<file path="src/include/cls_pkg.sv">
`default_nettype none
package cls_pkg;

   // ==========================================================
   // register map (byte addresses)
   localparam logic [31:0] CLS_ADDR_PERIPH_EN   = 32'h01b3_f000;
   localparam logic [31:0] CLS_ADDR_DEV_STATUS  = 32'h01b3_f004;
   localparam logic [31:0] CLS_ADDR_CFG_LOCK    = 32'h01b3_f018;

   // ==========================================================
   // lock register
   localparam logic [31:0] CLS_UNLOCK_KEY       = 32'h10c0_010c;
   localparam int          CLS_LOCK_BIT         = 0;
   localparam logic        CLS_LOCK_RESET       = 1'b1;

   // ==========================================================
   // peripheral enable register: everything off after reset
   localparam logic [31:0] CLS_PERIPH_EN_RESET  = 32'h0000_0000;

   // ==========================================================
   // device status field positions
   localparam int CLS_ST_EMCLK_LSB   = 0;
   localparam int CLS_ST_BOOT_LSB    = 2;
   localparam int CLS_ST_ENDIAN_BIT  = 4;
   localparam int CLS_ST_CLKMUL_LSB  = 5;
   localparam int CLS_ST_RSVD_BIT    = 7;
   localparam int CLS_ST_PCI_BIT     = 8;
   localparam int CLS_ST_EEPROM_BIT  = 9;
   localparam int CLS_ST_HPW_BIT     = 10;
   localparam int CLS_ST_ETH_BIT     = 11;
   localparam int CLS_ST_WIDTH       = 12;
   // little-endian default, all other fields zero
   localparam logic [11:0] CLS_ST_RESET = 12'h010;

   // ==========================================================
   // strap capture: cycles after reset release before sampling
   localparam logic [1:0] CLS_STRAP_SETTLE_CYC = 2'h3;

   // ==========================================================
   // field encodings
   typedef enum logic [1:0] {
      CLS_MUL_X1   = 2'b00,
      CLS_MUL_X6   = 2'b01,
      CLS_MUL_X12  = 2'b10,
      CLS_MUL_RSVD = 2'b11
   } cls_clk_mul_t;

   typedef enum logic [1:0] {
      CLS_BOOT_NONE = 2'b00,
      CLS_BOOT_HOST = 2'b01,
      CLS_BOOT_RSVD = 2'b10,
      CLS_BOOT_EMEM = 2'b11
   } cls_boot_t;

   typedef enum logic [1:0] {
      CLS_EMCLK_INPUT = 2'b00,
      CLS_EMCLK_DIV4  = 2'b01,
      CLS_EMCLK_DIV6  = 2'b10,
      CLS_EMCLK_RSVD  = 2'b11
   } cls_emclk_t;

endpackage : cls_pkg
`default_nettype wire

</file>
<file path="src/logic/cls_strap.sv">
`timescale 1ns/1ps
`default_nettype none
module cls_strap
   import cls_pkg::*;
#(
   parameter int              W         = 12,
   parameter logic [W-1:0]    RESET_VAL = '0
) (
   // clock and reset
   input  wire logic         clk,
   input  wire logic         rst,
   // synchronised strap levels
   input  wire logic [W-1:0] level_in,
   // captured value
   output var  logic [W-1:0] value_r,
   output var  logic         done_r
);

   logic [1:0] settle_r;

   // wait for the synchroniser to fill after release, then sample once
   always_ff @(posedge clk) begin
      if (rst) begin
         settle_r <= 2'h0;
         done_r   <= 1'b0;
         value_r  <= RESET_VAL;
      end else if (!done_r) begin
         if (settle_r == CLS_STRAP_SETTLE_CYC) begin
            value_r <= level_in;
            done_r  <= 1'b1;
         end else begin
            settle_r <= settle_r + 2'h1;
         end
      end
   end

endmodule : cls_strap
`default_nettype wire

</file>
<file path="src/logic/cls_sync.sv">
`timescale 1ns/1ps
`default_nettype none
module cls_sync #(
   parameter int W = 1
) (
   // clock and reset
   input  wire logic         clk,
   input  wire logic         rst,
   // data
   input  wire logic [W-1:0] async_in,
   output var  logic [W-1:0] sync_out
);

   logic [W-1:0] meta_r;

   // first stage feeds only the second stage
   always_ff @(posedge clk) begin
      if (rst) begin
         meta_r   <= '0;
         sync_out <= '0;
      end else begin
         meta_r   <= async_in;
         sync_out <= meta_r;
      end
   end

endmodule : cls_sync
`default_nettype wire

</file>
<file path="src/logic/cls_top.sv">
// Functional notes
// - writing the exact key to the lock register unlocks the enable register.
// - lock register bit 0 reads lock state, 1 locked, resets to 1.
// - while locked, enable register writes leave its contents unchanged.
// - enable register reads return contents regardless of lock state.
// - any write to the enable register relocks it.
// - read-back of enable register completes only after the write took effect.
// - reserved bits of lock and status registers read zero, ignore writes.
// - status bit 11 shows ethernet enable, default 0.
// - status bit 10 shows host port width, 0 sixteen, 1 thirty-two.
// - status bit 9 shows eeprom autoload of pci configuration.
// - status bit 8 shows pci versus host-port group selection.
// - status bits 6:5 show cpu clock multiplier x1, x6, x12.
// - status bit 4 shows byte order, 1 little-endian default.
// - status bits 3:2 show boot source.
// - status bits 1:0 show external memory clock source.
// - enable register accepts new enable bits only while unlocked.
// - after reset all controlled peripherals are disabled.
//
// The implementer's own choice: register access over APB.
`timescale 1ns/1ps
`default_nettype none
module cls_top
   import cls_pkg::*;
#(
   parameter int PEN_W = 32
) (
   // clock and reset
   input  wire logic             clk,
   input  wire logic             rst,
   // apb slave
   input  wire logic             psel,
   input  wire logic             penable,
   input  wire logic             pwrite,
   input  wire logic [31:0]      paddr,
   input  wire logic [31:0]      pwdata,
   output var  logic [31:0]      prdata,
   output var  logic             pready,
   output var  logic             pslverr,
   // configuration straps
   input  wire logic             ethernet_enable_status,
   input  wire logic             host_port_width,
   input  wire logic             eeprom_autoload_status,
   input  wire logic             pci_select,
   input  wire logic [1:0]       cpu_clock_multiplier,
   input  wire logic             byte_order_flag,
   input  wire logic [1:0]       boot_source,
   input  wire logic [1:0]       ext_mem_clock_source,
   // peripheral enables and lock view
   output var  logic [PEN_W-1:0] periph_enable,
   output var  logic             lock_state_flag
);

   // ==========================================================
   // strap synchronisation and capture
   logic [CLS_ST_WIDTH-1:0] strap_raw;
   logic [CLS_ST_WIDTH-1:0] strap_sync;
   logic [CLS_ST_WIDTH-1:0] status_r;
   logic                    strap_done_r;

   always_comb begin
      strap_raw                                       = '0;
      strap_raw[CLS_ST_ETH_BIT]                       = ethernet_enable_status;
      strap_raw[CLS_ST_HPW_BIT]                       = host_port_width;
      strap_raw[CLS_ST_EEPROM_BIT]                    = eeprom_autoload_status;
      strap_raw[CLS_ST_PCI_BIT]                       = pci_select;
      strap_raw[CLS_ST_CLKMUL_LSB+1:CLS_ST_CLKMUL_LSB] = cpu_clock_multiplier;
      strap_raw[CLS_ST_ENDIAN_BIT]                    = byte_order_flag;
      strap_raw[CLS_ST_BOOT_LSB+1:CLS_ST_BOOT_LSB]    = boot_source;
      strap_raw[CLS_ST_EMCLK_LSB+1:CLS_ST_EMCLK_LSB]  = ext_mem_clock_source;
      // reserved bit 7 never carries a strap
      strap_raw[CLS_ST_RSVD_BIT]                      = 1'b0;
   end

   cls_sync #(
      .W (CLS_ST_WIDTH)
   ) u_strap_sync (
      .clk      (clk),
      .rst      (rst),
      .async_in (strap_raw),
      .sync_out (strap_sync)
   );

   // captured once after release, frozen until next reset
   cls_strap #(
      .W         (CLS_ST_WIDTH),
      .RESET_VAL (CLS_ST_RESET)
   ) u_strap_cap (
      .clk      (clk),
      .rst      (rst),
      .level_in (strap_sync),
      .value_r  (status_r),
      .done_r   (strap_done_r)
   );

   // ==========================================================
   // apb decode
   logic sel_pen;
   logic sel_stat;
   logic sel_lock;
   logic mapped;
   logic acc_phase;
   logic wr_done;
   logic rd_done;
   logic wr_pen;
   logic wr_lock;

   assign sel_pen   = (paddr == CLS_ADDR_PERIPH_EN);
   assign sel_stat  = (paddr == CLS_ADDR_DEV_STATUS);
   assign sel_lock  = (paddr == CLS_ADDR_CFG_LOCK);
   assign mapped    = sel_pen | sel_stat | sel_lock;
   assign acc_phase = psel & penable;
   // writes are accepted only at the completing edge, enable contents change one edge later
   assign wr_done   = acc_phase & pready & pwrite;
   assign rd_done   = acc_phase & pready & ~pwrite;
   assign wr_pen    = wr_done & sel_pen;
   assign wr_lock   = wr_done & sel_lock;

   // ==========================================================
   // lock state
   logic lock_r;

   always_ff @(posedge clk) begin
      if (rst) begin
         lock_r <= CLS_LOCK_RESET;
      end else if (wr_pen) begin
         lock_r <= 1'b1;
      end else if (wr_lock && pwdata == CLS_UNLOCK_KEY) begin
         lock_r <= 1'b0;
      end
      // any other lock write leaves the state alone
   end

   // ==========================================================
   // enable register with a one-cycle commit stage
   // the commit stage models the posted write; read-back waits for it
   logic             pend_r;
   logic [PEN_W-1:0] pend_data_r;
   logic [PEN_W-1:0] pen_r;

   always_ff @(posedge clk) begin
      if (rst) begin
         pend_r      <= 1'b0;
         pend_data_r <= '0;
      end else begin
         // locked writes are dropped here
         pend_r      <= wr_pen & ~lock_r;
         pend_data_r <= pwdata[PEN_W-1:0];
      end
   end

   always_ff @(posedge clk) begin
      if (rst) begin
         pen_r <= CLS_PERIPH_EN_RESET[PEN_W-1:0];
      end else if (pend_r) begin
         pen_r <= pend_data_r;
      end
   end

   // ==========================================================
   // read data and ready, one wait state per access except a stalled enable read
   logic [31:0] rdata_nxt;
   logic        ready_nxt;
   logic        stall_rd;

   // a read of the enable register holds off while a commit is pending
   assign stall_rd  = ~pwrite & sel_pen & pend_r;
   assign ready_nxt = acc_phase & ~pready & ~stall_rd;

   always_comb begin
      rdata_nxt = 32'h0000_0000;
      if (sel_pen) begin
         rdata_nxt[PEN_W-1:0] = pen_r;
      end else if (sel_stat) begin
         rdata_nxt[CLS_ST_WIDTH-1:0] = status_r;
      end else if (sel_lock) begin
         rdata_nxt[CLS_LOCK_BIT] = lock_r;
      end
   end

   always_ff @(posedge clk) begin
      if (rst) begin
         pready <= 1'b0;
      end else begin
         pready <= ready_nxt;
      end
   end

   always_ff @(posedge clk) begin
      if (rst) begin
         prdata  <= 32'h0000_0000;
         pslverr <= 1'b0;
      end else if (ready_nxt) begin
         prdata  <= pwrite ? 32'h0000_0000 : rdata_nxt;
         pslverr <= ~mapped;
      end else begin
         prdata  <= 32'h0000_0000;
         pslverr <= 1'b0;
      end
   end

   // ==========================================================
   // outputs from flops
   always_ff @(posedge clk) begin
      if (rst) begin
         periph_enable   <= CLS_PERIPH_EN_RESET[PEN_W-1:0];
         lock_state_flag <= CLS_LOCK_RESET;
      end else begin
         periph_enable   <= pen_r;
         lock_state_flag <= lock_r;
      end
   end
endmodule : cls_top
`default_nettype wire

</file>
<file path="config.mk">
export PLATFORM = sky130hd
export DESIGN_NAME = cls_top
export DESIGN_NICKNAME = d
export VERILOG_FILES = /design/src/include/cls_pkg.sv /design/src/logic/cls_strap.sv /design/src/logic/cls_sync.sv /design/src/logic/cls_top.sv
export SDC_FILE = /design/constraint.sdc
export NUM_CORES = 1
export LEC_CHECK = 0
export BUFFER_PORTS_ARGS = -buffer_cell sky130_fd_sc_hd__buf_2
export CAP_MARGIN = 0
export CELL_PAD_IN_SITES_DETAIL_PLACEMENT = 1
export CELL_PAD_IN_SITES_GLOBAL_PLACEMENT = 2
export CORE_AREA = 2 2 95 189
export DETAILED_ROUTE_END_ITERATION = 10
export DIE_AREA = 0 0 97 191
export PLACE_DENSITY = 0.83
export SYNTH_ARGS = -nofsm -noshare
export SYNTH_HDL_FRONTEND = slang
export SYNTH_HIERARCHICAL = 1
export SYNTH_SLANG_ARGS = --single-unit
</file>
<file path="constraint.sdc">
create_clock -name clk -period 1.9 [get_ports clk]
set_clock_uncertainty 0.15 [all_clocks]
set_input_delay 0.095 -clock clk [delete_from_list [all_inputs] [get_ports clk]]
set_output_delay 0.095 -clock clk [all_outputs]
set_load 0.05 [all_outputs]
</file>
==> impl_metrics.json, run 1 <==
{
  "status": "completed",
  "avgSynthCellArea_um2": 11.37,
  "vias_per_cell": 4.423,
  "yosysTopAreaCellShare_pct": 61.83,
  "synth_edf_count": 0,
  "dpl_worst_slack_ns": 0.08881,
  "start_util_pct": 32.57,
  "synthesis.area_um2": 5569,
  "hold_viol": 0,
  "p_leak_nw": 3.265,
  "hp-class": "in2reg",
  "use_met2_pct": 26.36,
  "crit_chain": "dlygate4sd3_1 > buf_2 > nor2_2 > inv_1 > nor3b_2 > a31oi_1 > dlygate4sd3_1",
  "drtIter0Drc": 105,
  "hpwlAfterDp_mm": 8.830,
  "n_antenna_cell": 0,
  "syn_inst": 490,
  "worstSkewPairLatency_ns": 0.42,
  "grt_remaining_overflow": 0,
  "ys_seq_elements": 172,
  "ys_types": 44,
  "met1_usage_pct": 17.29,
  "cts.sinks": 172,
  "final_common_cell": "dfxtp_1",
  "portBuffers": 146,
  "cts_buffers": 17,
  "cpMaxStageDelayCell": "dlygate4sd3_1",
  "cp.arrival_ns": 1.95,
  "cp_common_cell": "dlygate4sd3_1",
  "cp_max_fo": 5,
  "grt_max_degree": 61,
  "clk_path_buf_depth": 2,
  "track_usage_pct": 14.77,
  "crit_path_end_kind": "flop",
  "dieArea_um2": 18530,
  "die_x_um": 97,
  "grt_pass1_wl_mm": 21.80,
  "finalSetupTns_ns": 0,
  "place.gp.congestion": 0.7096,
  "syn_nets": 571,
  "cp-start-kind": "input pin",
  "synth_top_cell_by_area": "dfxtp_1",
  "clockRootBuffer": "clkbuf_16",
  "layout_min_cycle_time_ns": 1.804,
  "grtUsageMet3_pct": 3.803,
  "drc": 0,
  "finalCritPeriodShare_pct": 94.93,
  "firstDrtPassIters": 4,
  "drive_above_1_share_pct": 29.86,
  "crit_required_ns": 2.05,
  "setup_viol": 0,
  "worst-setup-path-type": "in2reg",
  "nets": 768,
  "area_growth_pct": 36.87,
  "top_usage_layer": "met2",
  "ys.flop_type": "dfxtp_1",
  "yosysWarnings": 6,
  "ir_drop_mv": 0.5863,
  "dieHeight_um": 191,
  "cts_tree": "yes",
  "ys_seq_area_share_pct": 61.83,
  "path_clk_slew_ns": 0.07,
  "p_total_mw": 7.809,
  "htree_num_levels": 4,
  "synth.area.top_cells": "dfxtp_1 62%, nor2b_1 8.0%, mux2i_1 7.7%",
  "slew_viol_final": 0,
  "drv_cap": 0,
  "first_global_vias": 4341,
  "antenna_found_initial": 0,
  "cp_slowest_stage_delay_ns": 0.57,
  "wirelength_mm": 13.34,
  "power_density_nw_per_um2": 1024,
  "fmax_ghz": 0.5544,
  "async_reset_ff_share_pct": 0,
  "rows": 68,
  "final_cell_mix": "171 x dfxtp_1, 145 x buf_2, 71 x nor2b_1",
  "avgRoutedWirePerCell_um": 14.66,
  "core-area_um2": 17100,
  "via_count": 4025,
  "rsz0062_at_grt": "no",
  "io_pins": 147,
  "drt.antenna.violating_nets": 0,
  "setup_slack_ns": 0.09627
}
==> cell type report <==
type	count	area [µm²]
clock buffer	19	442.9
tap	210	262.8
clock inverter	13	177.7
fill	1903	9479
inverter	4	15.01
sequential	172	3445
multi-input combinational	287	1966
timing repair buffer	205	1314
==> cells by family (layout without fill, tap and decap cells) <==
kind of cell / count (synthesis) / after routing / share of synthesized area [%]
AO/OA/AOI/OAI: 23 / 23 / 2.404
adder cells (fa/ha/maj): 1 / 1 / 0.2246
buffers and inverters: 31 / 241 / 3.033
flip-flops: 172 / 172 / 61.83
multiplexers: 43 / 43 / 7.729
other: 1 / 1 / 0.06734
AND/OR/NAND/NOR: 219 / 219 / 24.71
==> worst paths after layout <==
path                                           start                              endpoint  slack (ns)  cells past startpoint
setup reg to reg                   pend_r$_SDFF_PP0_                     pready$_SDFF_PP0_        0.26                      3
setup / recovery                            paddr[3]                     pready$_SDFF_PP0_         0.1                      7
hold reg to reg   u_strap_sync/meta_r[10]$_SDFF_PP0_  u_strap_sync/sync_out[10]$_SDFF_PP0_        0.28                      1
hold / removal                                   rst         u_strap_cap/done_r$_SDFF_PP0_        0.02                      3
==> registers in the layout, summed over array words and instances, names as in the netlist <==
name	cells
pend_r	1
u_strap_sync/meta_r	12
lock_state_flag	1
u_strap_cap/settle_r	2
pslverr	1
lock_r	1
pready	1
pen_r	32
u_strap_cap/value_r	12
periph_enable	32
prdata	32
pend_data_r	32
u_strap_sync/sync_out	12
u_strap_cap/done_r	1
==> per-layer routing <==
| metal | wire length [µm] | vias up |
|---|---|---|
| met5 | 0 | - |
| met4 | 147 | 0 |
| met3 | 517 | 10 |
| met2 | 6966 | 111 |
| met1 | 5708 | 1906 |
| li1 | - | 1998 |
==> through the flow <==
stage	utilization, %	instances	cell area [µm²]	hold WS [ns]
CTS	44.48	909	7606	0.001298
detailed placement	37.92	827	6485	0.1611
global route	44.57	910	7622	0.01841
finish	44.57	910	7622	0.01516
floorplan	-	490	5569	0.07020
global placement	37.92	827	6485	0.1535
==> power by group <==
part	internal (mW)	total [mW]	switching, mW	leakage (nW)
combinational	0.246	0.446	0.200	1.56
clock	2.15	3.62	1.47	0.303
sequential	3.70	3.74	0.0464	1.40
total	6.09	7.81	1.72	3.26
==> worst max-delay path, delay by kind of cell <==
kind | cells | cell delay [ns]
compound gates | 1 | 0.11
buf+inv | 4 | 1.33
simple gates | 2 | 0.42
==> cells in the mapped netlist, types with 3 or more instances <==
master and instances:
o21ai_0 10, nor4b_1 6, clkbuf_1 14, dfxtp_1 172, nor2_1 54, nor4_1 5
buf_2 6, nor2b_1 71, inv_1 4, nor2b_2 14, a21oi_1 4, nand4_1 5
buf_6 6, and2_1 20, or4bb_1 6, and2b_1 4, mux2i_1 43, nand4bb_1 5
nand2b_1 12, o21ai_1 3
==> timing repair <==
item | 4_1_cts | 5_1_grt
endpoints found under the setup margin | 0 | 3
resized for setup | 0 | 2
hold buffers | 50 | 0
endpoints found under the hold margin | 47 | 0
buffers inserted | 0 | 1
(Power assumes the default switching activity.)
==> inputs of run 2 (changes only) <==
--- a/config.mk
+++ b/config.mk
@@ -9,11 +9,12 @@
 export CAP_MARGIN = 0
 export CELL_PAD_IN_SITES_DETAIL_PLACEMENT = 1
 export CELL_PAD_IN_SITES_GLOBAL_PLACEMENT = 2
-export CORE_AREA = 2 2 95 189
+export CORE_AREA = 2 2 94 187
+export CTS_CLUSTER_SIZE = 10
 export DETAILED_ROUTE_END_ITERATION = 10
-export DIE_AREA = 0 0 97 191
-export PLACE_DENSITY = 0.83
+export DIE_AREA = 0 0 96 189
+export PLACE_DENSITY = 0.82
+export SKIP_LAST_GASP = 1
 export SYNTH_ARGS = -nofsm -noshare
 export SYNTH_HDL_FRONTEND = slang
-export SYNTH_HIERARCHICAL = 1
 export SYNTH_SLANG_ARGS = --single-unit
==> run 2 against run 1 <==
Core utilization is 0.28 points lower. Hold slack worse by 0.0057 ns. Count of clock-buffer cells in the layout stayed put. Global-route usage is 1.3 points higher. Combinational power is 3% lower. Maximum frequency is 1.9% lower. Register-to-register slack better by 0.05 ns. Non-clock buffer count is 3 higher.
==> impl_metrics.json, run 2 <==
{
  "synthesis.area_um2": 5281,
  "crit_required_ns": 2.06,
  "firstDrtPassIters": 4,
  "hp-class": "in2reg",
  "synth.area.top_cells": "dfxtp_1 64%, nor2b_1 10%, mux2i_1 7.8%",
  "drt.antenna.violating_nets": 0,
  "clk_path_buf_depth": 2,
  "ys_types": 39,
  "ir_drop_mv": 0.6404,
  "path_clk_slew_ns": 0.07,
  "syn_inst": 478,
  "status": "completed",
  "avgRoutedWirePerCell_um": 15.00,
  "setup_viol": 0,
  "final_area_um2": 7388,
  "nets": 761,
  "track_usage_pct": 16.03,
  "first_global_vias": 4453,
  "maxSlewHeadroom_pct": 60.12,
  "layout_min_cycle_time_ns": 1.839,
  "vias_per_cell": 4.399,
  "ys_seq_area_share_pct": 64.06,
  "async_reset_ff_share_pct": 0,
  "dieHeight_um": 189,
  "die_x_um": 96,
  "synth_edf_count": 0,
  "drive_above_1_share_pct": 28.57,
  "cts.sinks": 169,
  "cp-start-kind": "input pin",
  "post_cts_buffers": 0,
  "start_util_pct": 31.66,
  "io_pins": 147,
  "clockRootBuffer": "clkbuf_16",
  "worst_pin_slew_ns": 0.5982,
  "ys.flop_type": "dfxtp_1",
  "drc": 0,
  "yosysTopAreaCellShare_pct": 64.06,
  "ys_seq_elements": 169,
  "yosys.cell_count.top_type": "dfxtp_1",
  "final_cell_mix": "168 x dfxtp_1, 145 x buf_2, 88 x nor2b_1",
  "final_common_cell": "dfxtp_1",
  "power_density_nw_per_um2": 1018,
  "htree_num_levels": 4,
  "syn_nets": 559,
  "worst-setup-path-type": "in2reg",
  "wirelength_mm": 13.50,
  "antenna_found_initial": 0,
  "synthTopCellsByCount": "169 x dfxtp_1, 88 x nor2b_1, 53 x nor2_1",
  "slew_viol_final": 0,
  "postPlaceCellArea_um2": 6271,
  "yosysWarnings": 0,
  "avgSynthCellArea_um2": 11.05,
  "finalCritPeriodShare_pct": 96.76,
  "portBuffers": 146,
  "grt_remaining_overflow": 0,
  "place.gp.congestion": 0.7318,
  "grt_pass1_wl_mm": 22.02,
  "hpwlAfterDp_mm": 9.317,
  "cp.arrival_ns": 2.00,
  "grt_max_degree": 135,
  "synth_top_cell_by_area": "dfxtp_1",
  "drtIter0Drc": 108,
  "worstSkewPairLatency_ns": 0.42,
  "hold_viol": 0,
  "fmax_ghz": 0.5439,
  "rsz0062_at_grt": "yes",
  "cts_tree": "yes",
  "cp_max_fo": 2,
  "dieArea_um2": 18140,
  "rows": 67,
  "drv_cap": 0,
  "crit_path_end_kind": "flop",
  "setup_slack_ns": 0.06147,
  "dpl_worst_slack_ns": -0.1052,
  "area_growth_pct": 39.90,
  "core-area_um2": 16680,
  "cts_buffers": 17,
  "n_antenna_cell": 0,
  "p_leak_nw": 3.174,
  "via_count": 3959
}
run 2: what timing repair did:
action	in CTS	in global routing
resized for setup	0	4
endpoints found under the hold margin	47	0
endpoints found under the setup margin	0	2
hold buffers	51	0
run 2: per-stage QoR:
| step | power (mW) | setup TNS [ns] | utilization, % | std cells | hold slack (ns) |
|---|---|---|---|---|---|
| final | 7.523 | 0 | 44.29 | 900 | 0.009476 |
| after global routing | 7.823 | -0.01803 | 44.29 | 900 | 0.01358 |
| after CTS | 7.630 | 0 | 44.16 | 900 | 0.01872 |
| after detailed placement | 4.111 | -2.292 | 37.59 | 817 | 0.1621 |
| after global placement | 4.081 | -0.9193 | 37.59 | 817 | 0.1524 |
| after floorplan | 3.937 | 0 | - | 478 | 0.07318 |
run 2: cells by family after synthesis:
| group | share of synthesized area, % |
|---|---|
| buf+inv | 2.393 |
| flops | 64.06 |
| fa+ha+maj | 0.2369 |
| xor+xnor | 0.1659 |
| simple gates | 23.00 |
| mux | 7.771 |
| compound gates | 2.369 |
run 2: final timing paths:
| check | from | end | slack [ns] | depth (start not counted) |
|---|---|---|---|---|
| setup reg to reg | pready$_SDFF_PP0_ | pready$_SDFF_PP0_ | 0.31 | 4 |
| hold reg to reg | u_strap_sync.sync_out[8]$_SDFF_PP0_ | u_strap_cap.value_r[8]$_SDFFE_PP0P_ | 0.29 | 2 |
| setup / recovery | pwdata[9] | lock_r$_SDFFE_PP1P_ | 0.06 | 8 |
| hold / removal | paddr[4] | pend_r$_SDFF_PP0_ | 0.009 | 5 |
run 2: final cells by class:
type / count / area [µm²]
repair buffers: 208 / 1351
clock buffers: 19 / 442.9
inverters: 4 / 15.01
clock inverters: 13 / 142.6
multi-input cells: 280 / 1793
fillers: 1881 / 9294
flip-flops and latches: 169 / 3385
well taps: 207 / 259.0
run 2: worst max-delay path, stage by stage:
cell,delay (ns)
dlygate4sd3_1,0.54
buf_2,0.15
nor4b_1,0.30
buf_4,0.17
nand4_1,0.12
nor4_1,0.23
a21boi_0,0.12
a211o_1,0.27
run 2: power breakdown:
group	internal [mW]	switching [mW]
registers	3.63	0.0398
clock network	1.98	1.43
logic	0.225	0.209
total	5.84	1.68
run 2: routing by layer:
layer	vias to the layer above	wire length (µm)	GRT usage (%)
met1	1911	4854	16.11
met4	0	218	6.264
met5	-	0	0
li1	1944	-	-
met3	12	546	3.900
met2	92	7884	30.26
